<file path="src/verilog/asfe_defines.vh">
`ifndef ASFE_DEFINES_VH
`define ASFE_DEFINES_VH
// ==========================================================
// Register indices
`define ASFE_REG_DATA  3'h0
`define ASFE_REG_CTRL1 3'h1
`define ASFE_REG_CTRL2 3'h2
`define ASFE_REG_STAT  3'h3
`define ASFE_REG_RATE  3'h4
// ==========================================================
// Control one fields
`define ASFE_C1_RXB8  7
`define ASFE_C1_TXB8  6
`define ASFE_C1_LEN9  4
`define ASFE_C1_WAKE  3
// ==========================================================
// Control two fields
`define ASFE_C2_TIE   7
`define ASFE_C2_TCIE  6
`define ASFE_C2_RIE   5
`define ASFE_C2_ILIE  4
`define ASFE_C2_TE    3
`define ASFE_C2_RE    2
`define ASFE_C2_SLEEP 1
`define ASFE_C2_SBK   0
// ==========================================================
// Status fields
`define ASFE_ST_TDRE  7
`define ASFE_ST_TC    6
`define ASFE_ST_RDRF  5
`define ASFE_ST_IDLE  4
`define ASFE_ST_OVR   3
`define ASFE_ST_NF    2
`define ASFE_ST_FE    1
// ==========================================================
// Reset values
`define ASFE_RST_CTRL2 8'h00
`define ASFE_RST_RATE  5'h00
// ==========================================================
// Timing counts in oversample ticks; frame lengths in bits
`define ASFE_RT_PER_BIT 4'hF
`define ASFE_RT_VER1    4'h3
`define ASFE_RT_VER2    4'h5
`define ASFE_RT_VER3    4'h7
`define ASFE_RT_S8      4'h8
`define ASFE_RT_S9      4'h9
`define ASFE_RT_S10     4'hA
`define ASFE_FRAME8     4'hA
`define ASFE_FRAME9     4'hB
`endif

</file>
<file path="src/verilog/asfe_engine.v">
`timescale 1ns/1ns
`include "asfe_defines.vh"

// Function
// - Frame is one low start bit, data, one high stop bit; idle line high.
// - Data bits go out and come in least significant bit first.
// - Character holds eight or nine data bits, shared by both directions.
// - Break means line low for at least one whole frame.
// - Transmitter and receiver run independently on one format and rate.
// - Software picks one of thirty-two bit rates.
// - Receiver samples on a tick at sixteen times the bit rate.
// - Each bit is voted from samples at ticks eight, nine and ten.
// - Low line gets three verify samples; two zeros accept a start bit.
// - Noise flag set when verify samples are not all zero.
// - Break is ten zeros with eight bits, eleven with nine.
// - Non-break framing error acts as a stop; last bit forced to one.
// - After an artificial start, a new start is never accepted early.
// - After a break, the line must be seen high before any start.
// - Sleeping receiver wakes by idle line or address mark, per setting.
// - Idle wake needs ten or eleven full bit times of high line.
// - Address wake treats a character with top bit set as an address.
// - While asleep, received characters other than a waking address raise no service request.
// - Transmit bit period is sixteen oversample ticks.
// - Four enables gate transmit, complete, receive and idle requests.
// - Length setting zero gives eight bits, one gives nine.
// - Hardware clears the sleep request on idle or on an address character.
module asfe_engine #(
  parameter [15:0] BASE_DIV = 16'h0001
) (
  // Clock and reset
  input  wire       sys_clk,
  input  wire       rst_n,
  // Register port
  input  wire [2:0] reg_addr,
  input  wire [7:0] reg_wdata,
  input  wire       reg_wr,
  input  wire       reg_rd,
  output reg  [7:0] reg_rdata,
  // Serial line
  input  wire       rxd,
  output wire       txd,
  output wire       txd_oe,
  // Service request
  output wire       serv_req
);

  localparam RX_HUNT  = 2'h0;
  localparam RX_FRAME = 2'h1;
  localparam RX_WAIT  = 2'h2;

  // ==========================================================
  // Registers
  reg  [7:0]  ctrl2_r;
  reg  [4:0]  rate_r;
  reg         len9_r;
  reg         wake_addr_r;
  reg         txb8_r;
  reg  [7:0]  tx_hold_r;
  reg         tdre_r;
  reg         tc_r;
  reg  [7:0]  rx_data_r;
  reg         rxb8_r;
  reg         rdrf_r;
  reg         idle_r;
  reg         ovr_r;
  reg         nf_r;
  reg         fe_r;
  reg         clr_arm_r;
  reg         te_d_r;

  wire        wr_data  = reg_wr & (reg_addr == `ASFE_REG_DATA);
  wire        wr_ctrl1 = reg_wr & (reg_addr == `ASFE_REG_CTRL1);
  wire        wr_ctrl2 = reg_wr & (reg_addr == `ASFE_REG_CTRL2);
  wire        wr_rate  = reg_wr & (reg_addr == `ASFE_REG_RATE);
  wire        rd_data  = reg_rd & (reg_addr == `ASFE_REG_DATA);
  wire        rd_stat  = reg_rd & (reg_addr == `ASFE_REG_STAT);
  wire        te       = ctrl2_r[`ASFE_C2_TE];
  wire        re       = ctrl2_r[`ASFE_C2_RE];
  wire        sleep    = ctrl2_r[`ASFE_C2_SLEEP];
  wire [3:0]  frame_len = len9_r ? `ASFE_FRAME9 : `ASFE_FRAME8;
  wire [7:0]  stat_w = {tdre_r, tc_r, rdrf_r, idle_r, ovr_r, nf_r, fe_r, 1'b0};

  // ==========================================================
  // Oversample tick generator
  reg  [15:0] div_cnt_r;
  reg         rt_tick;
  wire [15:0] div_load = ({11'h000, rate_r} + 16'h0001) * BASE_DIV;

  always @(posedge sys_clk or negedge rst_n)
  begin
    if (!rst_n)
    begin
      div_cnt_r <= 16'h0000;
      rt_tick   <= 1'b0;
    end
    else if (div_cnt_r >= div_load - 16'h0001)
    begin
      div_cnt_r <= 16'h0000;
      rt_tick   <= 1'b1;
    end
    else
    begin
      div_cnt_r <= div_cnt_r + 16'h0001;
      rt_tick   <= 1'b0;
    end
  end

  // ==========================================================
  // Receive line synchroniser
  reg         rx_m_r;
  reg         rx_s_r;

  always @(posedge sys_clk or negedge rst_n)
  begin
    if (!rst_n)
    begin
      rx_m_r <= 1'b1;
      rx_s_r <= 1'b1;
    end
    else
    begin
      rx_m_r <= rxd;
      rx_s_r <= rx_m_r;
    end
  end

  // ==========================================================
  // Receiver
  reg  [1:0]  rx_st_r;
  reg  [3:0]  rx_rt_r;
  reg  [3:0]  rx_bit_r;
  reg  [1:0]  ver_zero_r;
  reg         s8_r;
  reg         s9_r;
  reg  [8:0]  rx_sh_r;
  reg         rx_noise_r;
  reg         need_high_r;
  reg  [7:0]  idle_cnt_r;
  reg         char_seen_r;
  reg         rx_done;
  reg         rx_ferr;
  reg         rx_idle_ev;
  wire        vote = (s8_r & s9_r) | (s8_r & rx_s_r) | (s9_r & rx_s_r);
  wire        disagree = ~((s8_r == s9_r) & (s9_r == rx_s_r));
  wire        msb_in = len9_r ? rx_sh_r[8] : rx_sh_r[7];
  wire [7:0]  idle_need = {frame_len, 4'h0};

  always @(posedge sys_clk or negedge rst_n)
  begin
    if (!rst_n)
    begin
      rx_st_r     <= RX_HUNT;
      rx_rt_r     <= 4'h0;
      rx_bit_r    <= 4'h0;
      ver_zero_r  <= 2'h0;
      s8_r        <= 1'b1;
      s9_r        <= 1'b1;
      rx_sh_r     <= 9'h000;
      rx_noise_r  <= 1'b0;
      need_high_r <= 1'b0;
      idle_cnt_r  <= 8'h00;
      rx_done     <= 1'b0;
      rx_ferr     <= 1'b0;
      rx_idle_ev  <= 1'b0;
    end
    else
    begin
      rx_done    <= 1'b0;
      rx_idle_ev <= 1'b0;
      if (!re)
      begin
        rx_st_r     <= RX_HUNT;
        need_high_r <= 1'b0;
        idle_cnt_r  <= 8'h00;
      end
      else if (rt_tick)
      begin
        case (rx_st_r)
          RX_HUNT:
          begin
            if (rx_s_r)
            begin
              need_high_r <= 1'b0;
              if (idle_cnt_r != 8'hFF)
                idle_cnt_r <= idle_cnt_r + 8'h01;
              if (idle_cnt_r + 8'h01 == idle_need)
                rx_idle_ev <= 1'b1;
            end
            else
            begin
              idle_cnt_r <= 8'h00;
              if (!need_high_r)
              begin
                rx_st_r    <= RX_FRAME;
                rx_rt_r    <= 4'h1;
                rx_bit_r   <= 4'h0;
                ver_zero_r <= 2'h0;
                rx_noise_r <= 1'b0;
                // Clearing here keeps a stale ninth bit out of break detection.
                rx_sh_r    <= 9'h000;
              end
            end
          end
          RX_FRAME:
          begin
            rx_rt_r <= rx_rt_r + 4'h1;
            if ((rx_bit_r == 4'h0) && ((rx_rt_r == `ASFE_RT_VER1) ||
                (rx_rt_r == `ASFE_RT_VER2) || (rx_rt_r == `ASFE_RT_VER3)))
            begin
              if (!rx_s_r)
                ver_zero_r <= ver_zero_r + 2'h1;
              else
                rx_noise_r <= 1'b1;
              if ((rx_rt_r == `ASFE_RT_VER3) &&
                  ((ver_zero_r + {1'b0, ~rx_s_r}) < 2'h2))
                rx_st_r <= RX_HUNT;
            end
            if (rx_rt_r == `ASFE_RT_S8)
              s8_r <= rx_s_r;
            if (rx_rt_r == `ASFE_RT_S9)
              s9_r <= rx_s_r;
            if (rx_rt_r == `ASFE_RT_S10)
            begin
              if (disagree)
                rx_noise_r <= 1'b1;
              if (rx_bit_r == 4'h0)
              begin
                if (vote)
                  rx_st_r <= RX_HUNT;
              end
              else if (rx_bit_r < frame_len - 4'h1)
                rx_sh_r[rx_bit_r - 4'h1] <= vote;
              else
              begin
                rx_done   <= 1'b1;
                rx_ferr   <= ~vote;
                rx_st_r   <= RX_WAIT;
                if (!vote && (rx_sh_r == 9'h000))
                  need_high_r <= 1'b1;
              end
            end
            if (rx_rt_r == `ASFE_RT_PER_BIT)
            begin
              rx_rt_r  <= 4'h0;
              rx_bit_r <= rx_bit_r + 4'h1;
            end
          end
          RX_WAIT:
          begin
            rx_rt_r    <= rx_rt_r + 4'h1;
            idle_cnt_r <= 8'h00;
            if (rx_rt_r == `ASFE_RT_PER_BIT)
              rx_st_r <= RX_HUNT;
          end
          default:
            rx_st_r <= RX_HUNT;
        endcase
      end
    end
  end

  // ==========================================================
  // Transmitter
  reg  [10:0] tx_sh_r;
  reg  [3:0]  tx_cnt_r;
  reg  [3:0]  tx_rt_r;
  reg         tx_busy_r;
  reg         pre_pend_r;
  reg         post_brk_r;
  wire        bit_stb = rt_tick & (tx_rt_r == `ASFE_RT_PER_BIT);
  wire        sbk = ctrl2_r[`ASFE_C2_SBK];
  wire        last_bit = ~tx_busy_r | (tx_cnt_r == 4'h1);
  reg         tx_load;
  reg         tx_done;

  assign txd    = tx_busy_r ? tx_sh_r[0] : 1'b1;
  assign txd_oe = te | tx_busy_r;

  always @(posedge sys_clk or negedge rst_n)
  begin
    if (!rst_n)
    begin
      tx_sh_r    <= 11'h7FF;
      tx_cnt_r   <= 4'h0;
      tx_rt_r    <= 4'h0;
      tx_busy_r  <= 1'b0;
      pre_pend_r <= 1'b0;
      post_brk_r <= 1'b0;
      tx_load    <= 1'b0;
      tx_done    <= 1'b0;
      te_d_r     <= 1'b0;
    end
    else
    begin
      tx_load <= 1'b0;
      tx_done <= 1'b0;
      te_d_r  <= te;
      if (te & ~te_d_r)
        pre_pend_r <= 1'b1;
      if (rt_tick)
        tx_rt_r <= tx_rt_r + 4'h1;
      if (bit_stb)
      begin
        if (!last_bit)
        begin
          tx_sh_r  <= {1'b1, tx_sh_r[10:1]};
          tx_cnt_r <= tx_cnt_r - 4'h1;
        end
        else if (te && pre_pend_r)
        begin
          pre_pend_r <= 1'b0;
          tx_sh_r    <= 11'h7FF;
          tx_cnt_r   <= frame_len;
          tx_busy_r  <= 1'b1;
        end
        else if (te && sbk)
        begin
          tx_sh_r    <= 11'h000;
          tx_cnt_r   <= frame_len;
          tx_busy_r  <= 1'b1;
          post_brk_r <= 1'b1;
        end
        else if (post_brk_r)
        begin
          post_brk_r <= 1'b0;
          tx_sh_r    <= 11'h7FF;
          tx_cnt_r   <= 4'h1;
          tx_busy_r  <= 1'b1;
        end
        else if (te && !tdre_r)
        begin
          tx_sh_r   <= len9_r ? {1'b1, txb8_r, tx_hold_r, 1'b0}
                              : {2'h3, tx_hold_r, 1'b0};
          tx_cnt_r  <= frame_len;
          tx_busy_r <= 1'b1;
          tx_load   <= 1'b1;
        end
        else
        begin
          tx_done   <= tx_busy_r;
          tx_busy_r <= 1'b0;
          tx_cnt_r  <= 4'h0;
        end
      end
    end
  end

  // ==========================================================
  // Control, status and read port
  always @(posedge sys_clk or negedge rst_n)
  begin
    if (!rst_n)
    begin
      ctrl2_r     <= `ASFE_RST_CTRL2;
      rate_r      <= `ASFE_RST_RATE;
      len9_r      <= 1'b0;
      wake_addr_r <= 1'b0;
      txb8_r      <= 1'b0;
      tx_hold_r   <= 8'h00;
      tdre_r      <= 1'b1;
      tc_r        <= 1'b1;
      rx_data_r   <= 8'h00;
      rxb8_r      <= 1'b0;
      rdrf_r      <= 1'b0;
      idle_r      <= 1'b0;
      ovr_r       <= 1'b0;
      nf_r        <= 1'b0;
      fe_r        <= 1'b0;
      clr_arm_r   <= 1'b0;
      char_seen_r <= 1'b0;
      reg_rdata   <= 8'h00;
    end
    else
    begin
      if (wr_ctrl1)
      begin
        txb8_r      <= reg_wdata[`ASFE_C1_TXB8];
        len9_r      <= reg_wdata[`ASFE_C1_LEN9];
        wake_addr_r <= reg_wdata[`ASFE_C1_WAKE];
      end
      if (wr_rate)
        rate_r <= reg_wdata[4:0];
      // Writes to the data register clear the empty flag; a load wins.
      if (wr_data)
        tx_hold_r <= reg_wdata;
      if (tx_load)
        tdre_r <= 1'b1;
      else if (wr_data)
        tdre_r <= 1'b0;
      if (tx_done)
        tc_r <= 1'b1;
      else if (wr_data || tx_load)
        tc_r <= 1'b0;
      // Reading status with a flag up, then the data, clears the flags.
      if (rd_stat)
        clr_arm_r <= rdrf_r | idle_r | ovr_r | nf_r | fe_r;
      else if (rd_data)
        clr_arm_r <= 1'b0;
      if (rd_data && clr_arm_r)
      begin
        rdrf_r <= 1'b0;
        idle_r <= 1'b0;
        ovr_r  <= 1'b0;
        nf_r   <= 1'b0;
        fe_r   <= 1'b0;
      end
      // Software writes take the sleep bit; hardware wake is skipped in that cycle.
      if (wr_ctrl2)
        ctrl2_r <= reg_wdata;
      if (rx_done && sleep && !(wr_ctrl2))
      begin
        if (wake_addr_r && msb_in)
          ctrl2_r[`ASFE_C2_SLEEP] <= 1'b0;
      end
      if (rx_idle_ev && sleep && !wake_addr_r && !(wr_ctrl2))
        ctrl2_r[`ASFE_C2_SLEEP] <= 1'b0;
      if (rx_done && (!sleep || (wake_addr_r && msb_in)))
      begin
        char_seen_r <= 1'b1;
        if (rdrf_r && !(rd_data && clr_arm_r))
          ovr_r <= 1'b1;
        else
        begin
          rx_data_r <= rx_sh_r[7:0];
          rxb8_r    <= rx_sh_r[8] & len9_r;
          rdrf_r    <= 1'b1;
          nf_r      <= rx_noise_r;
          fe_r      <= rx_ferr;
        end
      end
      if (rx_idle_ev && !sleep && char_seen_r)
      begin
        idle_r      <= 1'b1;
        char_seen_r <= 1'b0;
      end
      if (!re)
      begin
        rdrf_r <= 1'b0;
        idle_r <= 1'b0;
        ovr_r  <= 1'b0;
        nf_r   <= 1'b0;
        fe_r   <= 1'b0;
      end
      if (reg_rd)
      begin
        case (reg_addr)
          `ASFE_REG_DATA:  reg_rdata <= rx_data_r;
          `ASFE_REG_CTRL1: reg_rdata <= {rxb8_r, txb8_r, 1'b0, len9_r,
                                         wake_addr_r, 3'h0};
          `ASFE_REG_CTRL2: reg_rdata <= ctrl2_r;
          `ASFE_REG_STAT:  reg_rdata <= stat_w;
          `ASFE_REG_RATE:  reg_rdata <= {3'h0, rate_r};
          default:         reg_rdata <= 8'h00;
        endcase
      end
      else
        reg_rdata <= 8'h00;
    end
  end

  // Both directions share one tick and one format but no state.
  assign serv_req = (ctrl2_r[`ASFE_C2_TIE] & tdre_r) |
                    (ctrl2_r[`ASFE_C2_TCIE] & tc_r) |
                    (ctrl2_r[`ASFE_C2_RIE] & (rdrf_r | ovr_r)) |
                    (ctrl2_r[`ASFE_C2_ILIE] & idle_r);

endmodule // asfe_engine
</file>
<file path="config.mk">
export PLATFORM = sky130hd
export DESIGN_NAME = asfe_engine
export DESIGN_NICKNAME = d
export VERILOG_FILES = /design/src/verilog/asfe_engine.v
export VERILOG_INCLUDE_DIRS = /design/src /design/src/verilog
export SDC_FILE = /design/constraint.sdc
export NUM_CORES = 1
export LEC_CHECK = 0
export ABC_CLOCK_PERIOD_IN_PS = 3900
export BUFFER_PORTS_ARGS = -buffer_cell sky130_fd_sc_hd__buf_2
export CORE_UTILIZATION = 65
export DETAILED_ROUTE_END_ITERATION = 7
export GPL_TIMING_DRIVEN = 0
export HOLD_SLACK_MARGIN = 0.1
export PLACE_DENSITY = 0.83
export SYNTH_ARGS = -nofsm -noshare
export SYNTH_HDL_FRONTEND = slang
export SYNTH_SLANG_ARGS = --single-unit
</file>
<file path="constraint.sdc">
create_clock -name sys_clk -period 3.9 [get_ports sys_clk]
set_clock_uncertainty 0.05 [all_clocks]
set_input_delay 0.78 -clock sys_clk [delete_from_list [all_inputs] [get_ports sys_clk]]
set_output_delay 0.78 -clock sys_clk [all_outputs]
set_load 0.1 [all_outputs]
</file>
After elaboration in Yosys (flattened, before gate mapping):

Index checks and enable logic that the tools add are counted.

* bits in latches: 0
* memory bits (writable): 0
* input port bits: 16
* ROM bits: 0
* output and inout bits: 11
* word-level logic and storage cells: 327
* memories: 0
* register bits after elaboration: 130

* add/sub/neg operators: 12
* divide/modulo/power cells: 0
* reduce and logical (&&, ||, !) cells: 53
* eq/ne operators: 41
* mux-type cells: 134
* bitwise gates (word level): 37
* shift operators: 0
* $lt $le $gt $ge: 5
* $mul: 0

Operators by type and width (count)
* 2-to-1 mux 1 bit: 79
* 2-to-1 mux 11 bit: 5
* 2-to-1 mux 9 bit: 5
* 2-to-1 mux 4 bit: 11
* 2-to-1 mux 8 bit: 5
* case mux 8 bit (5 select lines): 1
* 2-to-1 mux 2 bit: 16
* != test 3 bit (second input constant): 8
* == test 4 bit (second input constant): 5
* logical AND 1 bit: 18
* case mux 9 bit (2 select lines): 1
* bitwise AND 1 bit: 17
* adder 16 x 1 -> 16 bit (second input constant): 1
* greater-or-equal comparator 16 bit: 1
* 2-to-1 mux 16 bit: 1
* != test 2 bit (second input constant): 8
* case mux 8 bit (2 select lines): 1
* AND reduction 7 bit: 2
* adder 4 x 1 -> 4 bit (second input constant): 3
* bitwise OR 1 bit: 12
* case mux 4 bit (3 select lines): 1
* AND reduction 4 bit: 3
* AND reduction 6 bit: 2
* subtractor 4 x 1 -> 4 bit (second input constant): 3
* other kinds (44): 73

Depth between registers and ports, before layout:

* word-level depth: 12
* gate-level depth with buffers: 9
* mapped depth without buffers: 7

Worst setup path before layout:

OpenSTA, ideal clock, no wires.

* path type: reg-to-reg
* start: register rx_bit_r[0]
* end: register ver_zero_r[1]
* slack: 1.539 ns
* period minus slack after synthesis: 2.361 ns
* path buffers: 0
* setup time: 0.121 ns
* data required time: 3.729 ns
* data arrival time: 2.190 ns
* stages on the path, launching flop included: 8
* path through: dfrtp_1 inv_1 ha_1 or3b_4 or3_4 nor3b_2 mux2_1 a22o_1

* word-level cells in the longest chain between the ends: 4

RTL lines
* from (decl): line asfe_engine.v:131 `reg [3:0] rx_bit_r;`
* from (signal assigned): line asfe_engine.v:245 `rx_bit_r <= rx_bit_r + 4'h1;`
* logical NOT 4 bit: line asfe_engine.v:207 `` if ((rx_bit_r == 4'h0) && ((rx_rt_r == `ASFE_RT_VER1) || ``
* logical AND 1 bit: line asfe_engine.v:207
* != test 2 bit (no source line)
* AND reduction 7 bit (no source line)
* to (signal assigned): line asfe_engine.v:211 `ver_zero_r <= ver_zero_r + 2'h1;`
* to (decl): line asfe_engine.v:132 `reg [1:0] ver_zero_r;`

Every way passes these cells.
A chain may end at the register's enable or synchronous reset.

Worst setup path in the final report:

* start: register ctrl2_r[3]
* end: output port txd_oe

* word-level cells in the longest chain between the ends: 1

RTL lines
* from (decl): line asfe_engine.v:53 `reg [7:0] ctrl2_r;`
* from (signal assigned): line asfe_engine.v:354 `` ctrl2_r <= `ASFE_RST_CTRL2; ``
* from (signal assigned): line asfe_engine.v:409 `ctrl2_r <= reg_wdata;`
* bitwise OR 1 bit: line asfe_engine.v:277 `assign txd_oe = te | tx_busy_r;`
* to (decl): line asfe_engine.v:42 `output wire txd_oe,`

Every way passes these cells.

==> impl_results.rst <==
.. list-table::
   :header-rows: 1

   * - Metric
     - Value
   * - Final Instance Count excl. Fillers
     - 830
   * - Wire length reported by the detailed router
     - roughly 14000 microns
   * - Async SR Flop Fraction
     - 1.000
   * - Synthesized area divided by synthesized cell count
     - 10.41 sq um
   * - Total Negative Setup Slacks
     - 0 ps
   * - Synth Register Bits
     - 130
   * - Fraction of layout instances using a drive strength above 1
     - 0.1836
   * - Number of top-level pins
     - 27
   * - Kind of critical path
     - flop to output pin
   * - DRC
     - 0
   * - Shortest clock period the worst path allows after layout
     - 2739 ps
   * - Global-route wire length before repair
     - 23620 microns
   * - Delay of the slowest critical-path stage
     - 420 ps
   * - Most common flop cell mapped by yosys
     - dfrtp_1
   * - Setup violations, final
     - 0
   * - Final Hold Vio Count
     - 0
   * - Number of clock sinks
     - between 100 and 150
   * - Total vias in the final route
     - 5127
   * - Relative slew slack
     - 0.3688
   * - Peak supply drop
     - 0.0004007 V
   * - H-tree depth reported by CTS
     - 4
   * - Root Buffer
     - clkbuf_8
   * - Amount of wire on met3 after detailed routing
     - between 900 and 1000 microns
   * - Post-synthesis instance area
     - 6549 sq um
   * - Area of the placeable core
     - about 9800 sq um
   * - Aggregate global-route resource usage
     - 0.2996
   * - Total routed wire length on the met1 layer
     - 6268 microns
   * - Launching element type of the critical path
     - flop
   * - Buffer count from post-CTS setup fixing
     - 0
   * - Clock-pin slew on the worst setup and hold paths
     - 60 ps
   * - Dominant cells by area after synthesis
     - dfrtp_1, dfstp_2, mux2_2
   * - Static power due to leakage
     - 3.357 nW
   * - FMAX
     - approximately 370 MHz
   * - PD cells
     - 581.9 nW/um^2
   * - Cts-stage hold buffer count
     - 1
   * - Maximum clock path buffer count
     - 2
   * - Effective utilization at floorplan
     - 0.6700
   * - Routed wirelength normalized by instance count
     - around 17 microns
   * - RD Place Congestion
     - about 0.9
   * - Die Y
     - 102.4 microns
   * - Comb power frac
     - 0.243
   * - Number of global-route vias before repair
     - between 4000 and 5000
   * - Unrepaired setup endpoints after global routing
     - no
   * - Largest net degree at the start of global routing
     - 107
   * - Antenna violations before repair
     - 0
   * - Endpoint arrival time on the critical path
     - 1910 ps
   * - Number of placed instances with taps included
     - ~800
   * - Critical path required time
     - 3070 ps
   * - Detailed-routed wire length on met2
     - 6975 microns
   * - First-pass iteration count of the detailed router
     - 5
   * - Flop pwr share
     - 0.406
   * - Buffers on Ports
     - 25
   * - Row Count
     - 36
   * - Half-perimeter wire length of the detailed placement result
     - between 9000 and 10000 microns
   * - Count of flip-flops with a built-in enable after synthesis
     - 0
   * - Cell variety after synth
     - 67
   * - Cells after synthesis
     - 629
   * - Yosys warnings
     - 0
   * - Worst-path maximum fanout
     - 10
   * - Max-cap violations
     - 0
   * - Diodes inserted
     - 0
   * - GRT overflow
     - 0
   * - Internal power summed over all cells
     - ~3 mW
   * - CTS resizes
     - 0
   * - Area growth syn-to-layout
     - 14.42%
   * - Share of the yosys chip area belonging to registers
     - 0.5000
   * - Actual transition at the worst max-transition pin
     - 932.0 ps
   * - Slowest library cell on the worst path
     - buf_2
   * - Top cell type by total area after synthesis
     - dfrtp_1
   * - Final antenna-violating net count
     - 0
   * - Area fraction of the dominant cell type after synthesis
     - 0.4318
   * - Power spent charging and discharging nets
     - between 1 and 1.5 mW
   * - Worst Hold Class
     - input pin to flop
   * - Horiz. Die Dim
     - between 100 and 150 microns
   * - Clock network fraction of design power
     - 0.351
   * - Num CTS Buffers
     - 17
   * - Initial detailed-routing violation count
     - 433
   * - Clk Latency, worst-skew pair
     - 530 ps
   * - Total Die Area
     - 10480 sq um
   * - Critical path capture point type
     - output pin
   * - Max Used Layer
     - met4
   * - Via density per instance
     - ~6.2
   * - Tightest hold margin
     - 305.0 ps
   * - Final clock period utilization by the worst path
     - 0.7024
   * - Cell Chain, Critical Path
     - clkbuf_1 > or2_2 > buf_2
   * - Net count, final
     - 727
   * - Outcome
     - completed
   * - Pins Over Slew Limit
     - 0
   * - TritonCTS clock tree
     - done
   * - Switching Share
     - 0.3252
## final timing paths
check	startpoint	to	slack [ps]	depth (start not counted)
max	ctrl2_r[3]	txd_oe	1160	3
min	rxd	rx_m_r	310	1
max reg2reg	rx_bit_r[0]	ver_zero_r[1]	1310	7
min reg2reg	rx_m_r	rx_s_r	310	0
max in group asynchronous	rst_n	tx_sh_r[10]	2390	3
min in group asynchronous	rst_n	rx_sh_r[0]	630	2
## kinds of logic (layout without fill, tap and decap cells)
group                      after synthesis  in the layout  share of synthesized area
xor gates and xnor gates                18             18                    0.02407
adders and majority gates               27             27                    0.05159
AOI/OAI and AO/OA                      142            142                     0.1486
buffers and inverters                   61            120                    0.03802
and+or+nand+nor                        207            207                     0.1614
DFF                                    130            130                     0.5000
muxes                                   43             43                    0.07566
other                                    1             10                  0.0005726
## cell type report
cell class                 count  area [sq um]
timing repair buffer          27         168.9
buffer                        23         106.4
inverter                      38         142.6
clock buffer                  28         505.5
fill                         628          2281
multi-input combinational    447          3059
clock inverter                 4         70.07
tap                          133         166.4
sequential                   130          3274
## critical path: cells and delay by family (launching register included)
| kind | cells | cell delay (ps) |
|---|---|---|
| buffers and inverters | 2 | 790 |
| and+or+nand+nor | 1 | 200 |
| DFF | 1 | 390 |
## Yosys cell counts (5+ instances only)
| master | n |
|---|---|
| dfrtp_1 | 113 |
| nand4_1 | 9 |
| xnor2_1 | 12 |
| mux2i_1 | 9 |
| o21ai_0 | 54 |
| o211ai_1 | 13 |
| mux2_2 | 31 |
| nor2b_1 | 9 |
| and2_1 | 9 |
| a21oi_1 | 15 |
| nand2b_1 | 8 |
| dfstp_2 | 17 |
| nor4_1 | 5 |
| nor3_1 | 12 |
| xor2_1 | 6 |
| a32o_1 | 8 |
| and3_1 | 12 |
| nand3_1 | 28 |
| clkbuf_1 | 14 |
| nand2_1 | 57 |
| nor2_1 | 37 |
| ha_1 | 27 |
| o31ai_1 | 7 |
| inv_1 | 38 |
| buf_2 | 7 |
## sequential cells by signal, indices dropped and copies added (netlist names), 2 cells and up
signal      cells
rate_r          5
reg_rdata       8
rx_bit_r        4
tx_sh_r        11
tx_cnt_r        4
rx_rt_r         4
div_cnt_r      16
ver_zero_r      2
tx_hold_r       8
tx_rt_r         4
ctrl2_r         8
rx_st_r         2
rx_sh_r         9
idle_cnt_r      8
rx_data_r       8
## metrics by stage
stage / utilization / cell area, sq um / setup WS [ps] / power (mW)
3_5_place_dp: 0.7067 / 6908 / 1289 / 2.805
4_1_cts: 0.7666 / 7493 / 1162 / 4.354
6_report: 0.7666 / 7493 / 1161 / 4.360
5_1_grt: 0.7666 / 7493 / 1074 / 4.568
2_1_floorplan: - / 6583 / 1539 / 2.516
3_3_place_gp: 0.7033 / 6874 / 431.4 / 2.741
## placed cells by master, fill, tap and decap left out, types with 4 or more instances in the layout
cell,Yosys,layout
a32o_1,8,8
nand2_1,57,57
a31oi_1,4,4
a21o_1,4,4
nor2b_1,9,9
and2_1,9,9
clkbuf_16,0,16
dfstp_2,17,17
clkbuf_1,14,20
nand2b_1,8,8
mux2i_1,9,9
o31ai_1,7,7
mux2_2,31,31
o211ai_1,13,13
clkbuf_8,0,6
nand3_1,28,28
nor2_1,37,37
o21ai_0,54,54
conb_1,1,10
buf_2,7,31
xor2_1,6,6
and3_1,12,12
inv_1,38,38
nor4_1,5,5
dfrtp_1,113,113
nor3_1,12,12
xnor2_1,12,12
a21oi_1,15,15
ha_1,27,27
nand4_1,9,9
## power by group through the flow
stage	clock network (mW)	logic (mW)	registers [mW]
after floorplan	0	0.759	1.76
after global placement	0	0.970	1.77
after detailed placement	0	1.03	1.78
after CTS	1.54	1.05	1.76
after global routing	1.61	1.16	1.80
final	1.53	1.06	1.77
## per-layer routing
| layer | vias up | track usage |
|---|---|---|
| met5 | - | 0 |
| met4 | 0 | 0.1099 |
| met3 | 21 | 0.07387 |
| met2 | 211 | 0.4657 |
| met1 | 2538 | 0.4104 |
| li1 | 2357 | - |
No activity file was read; power rests on OpenSTA's default activity.
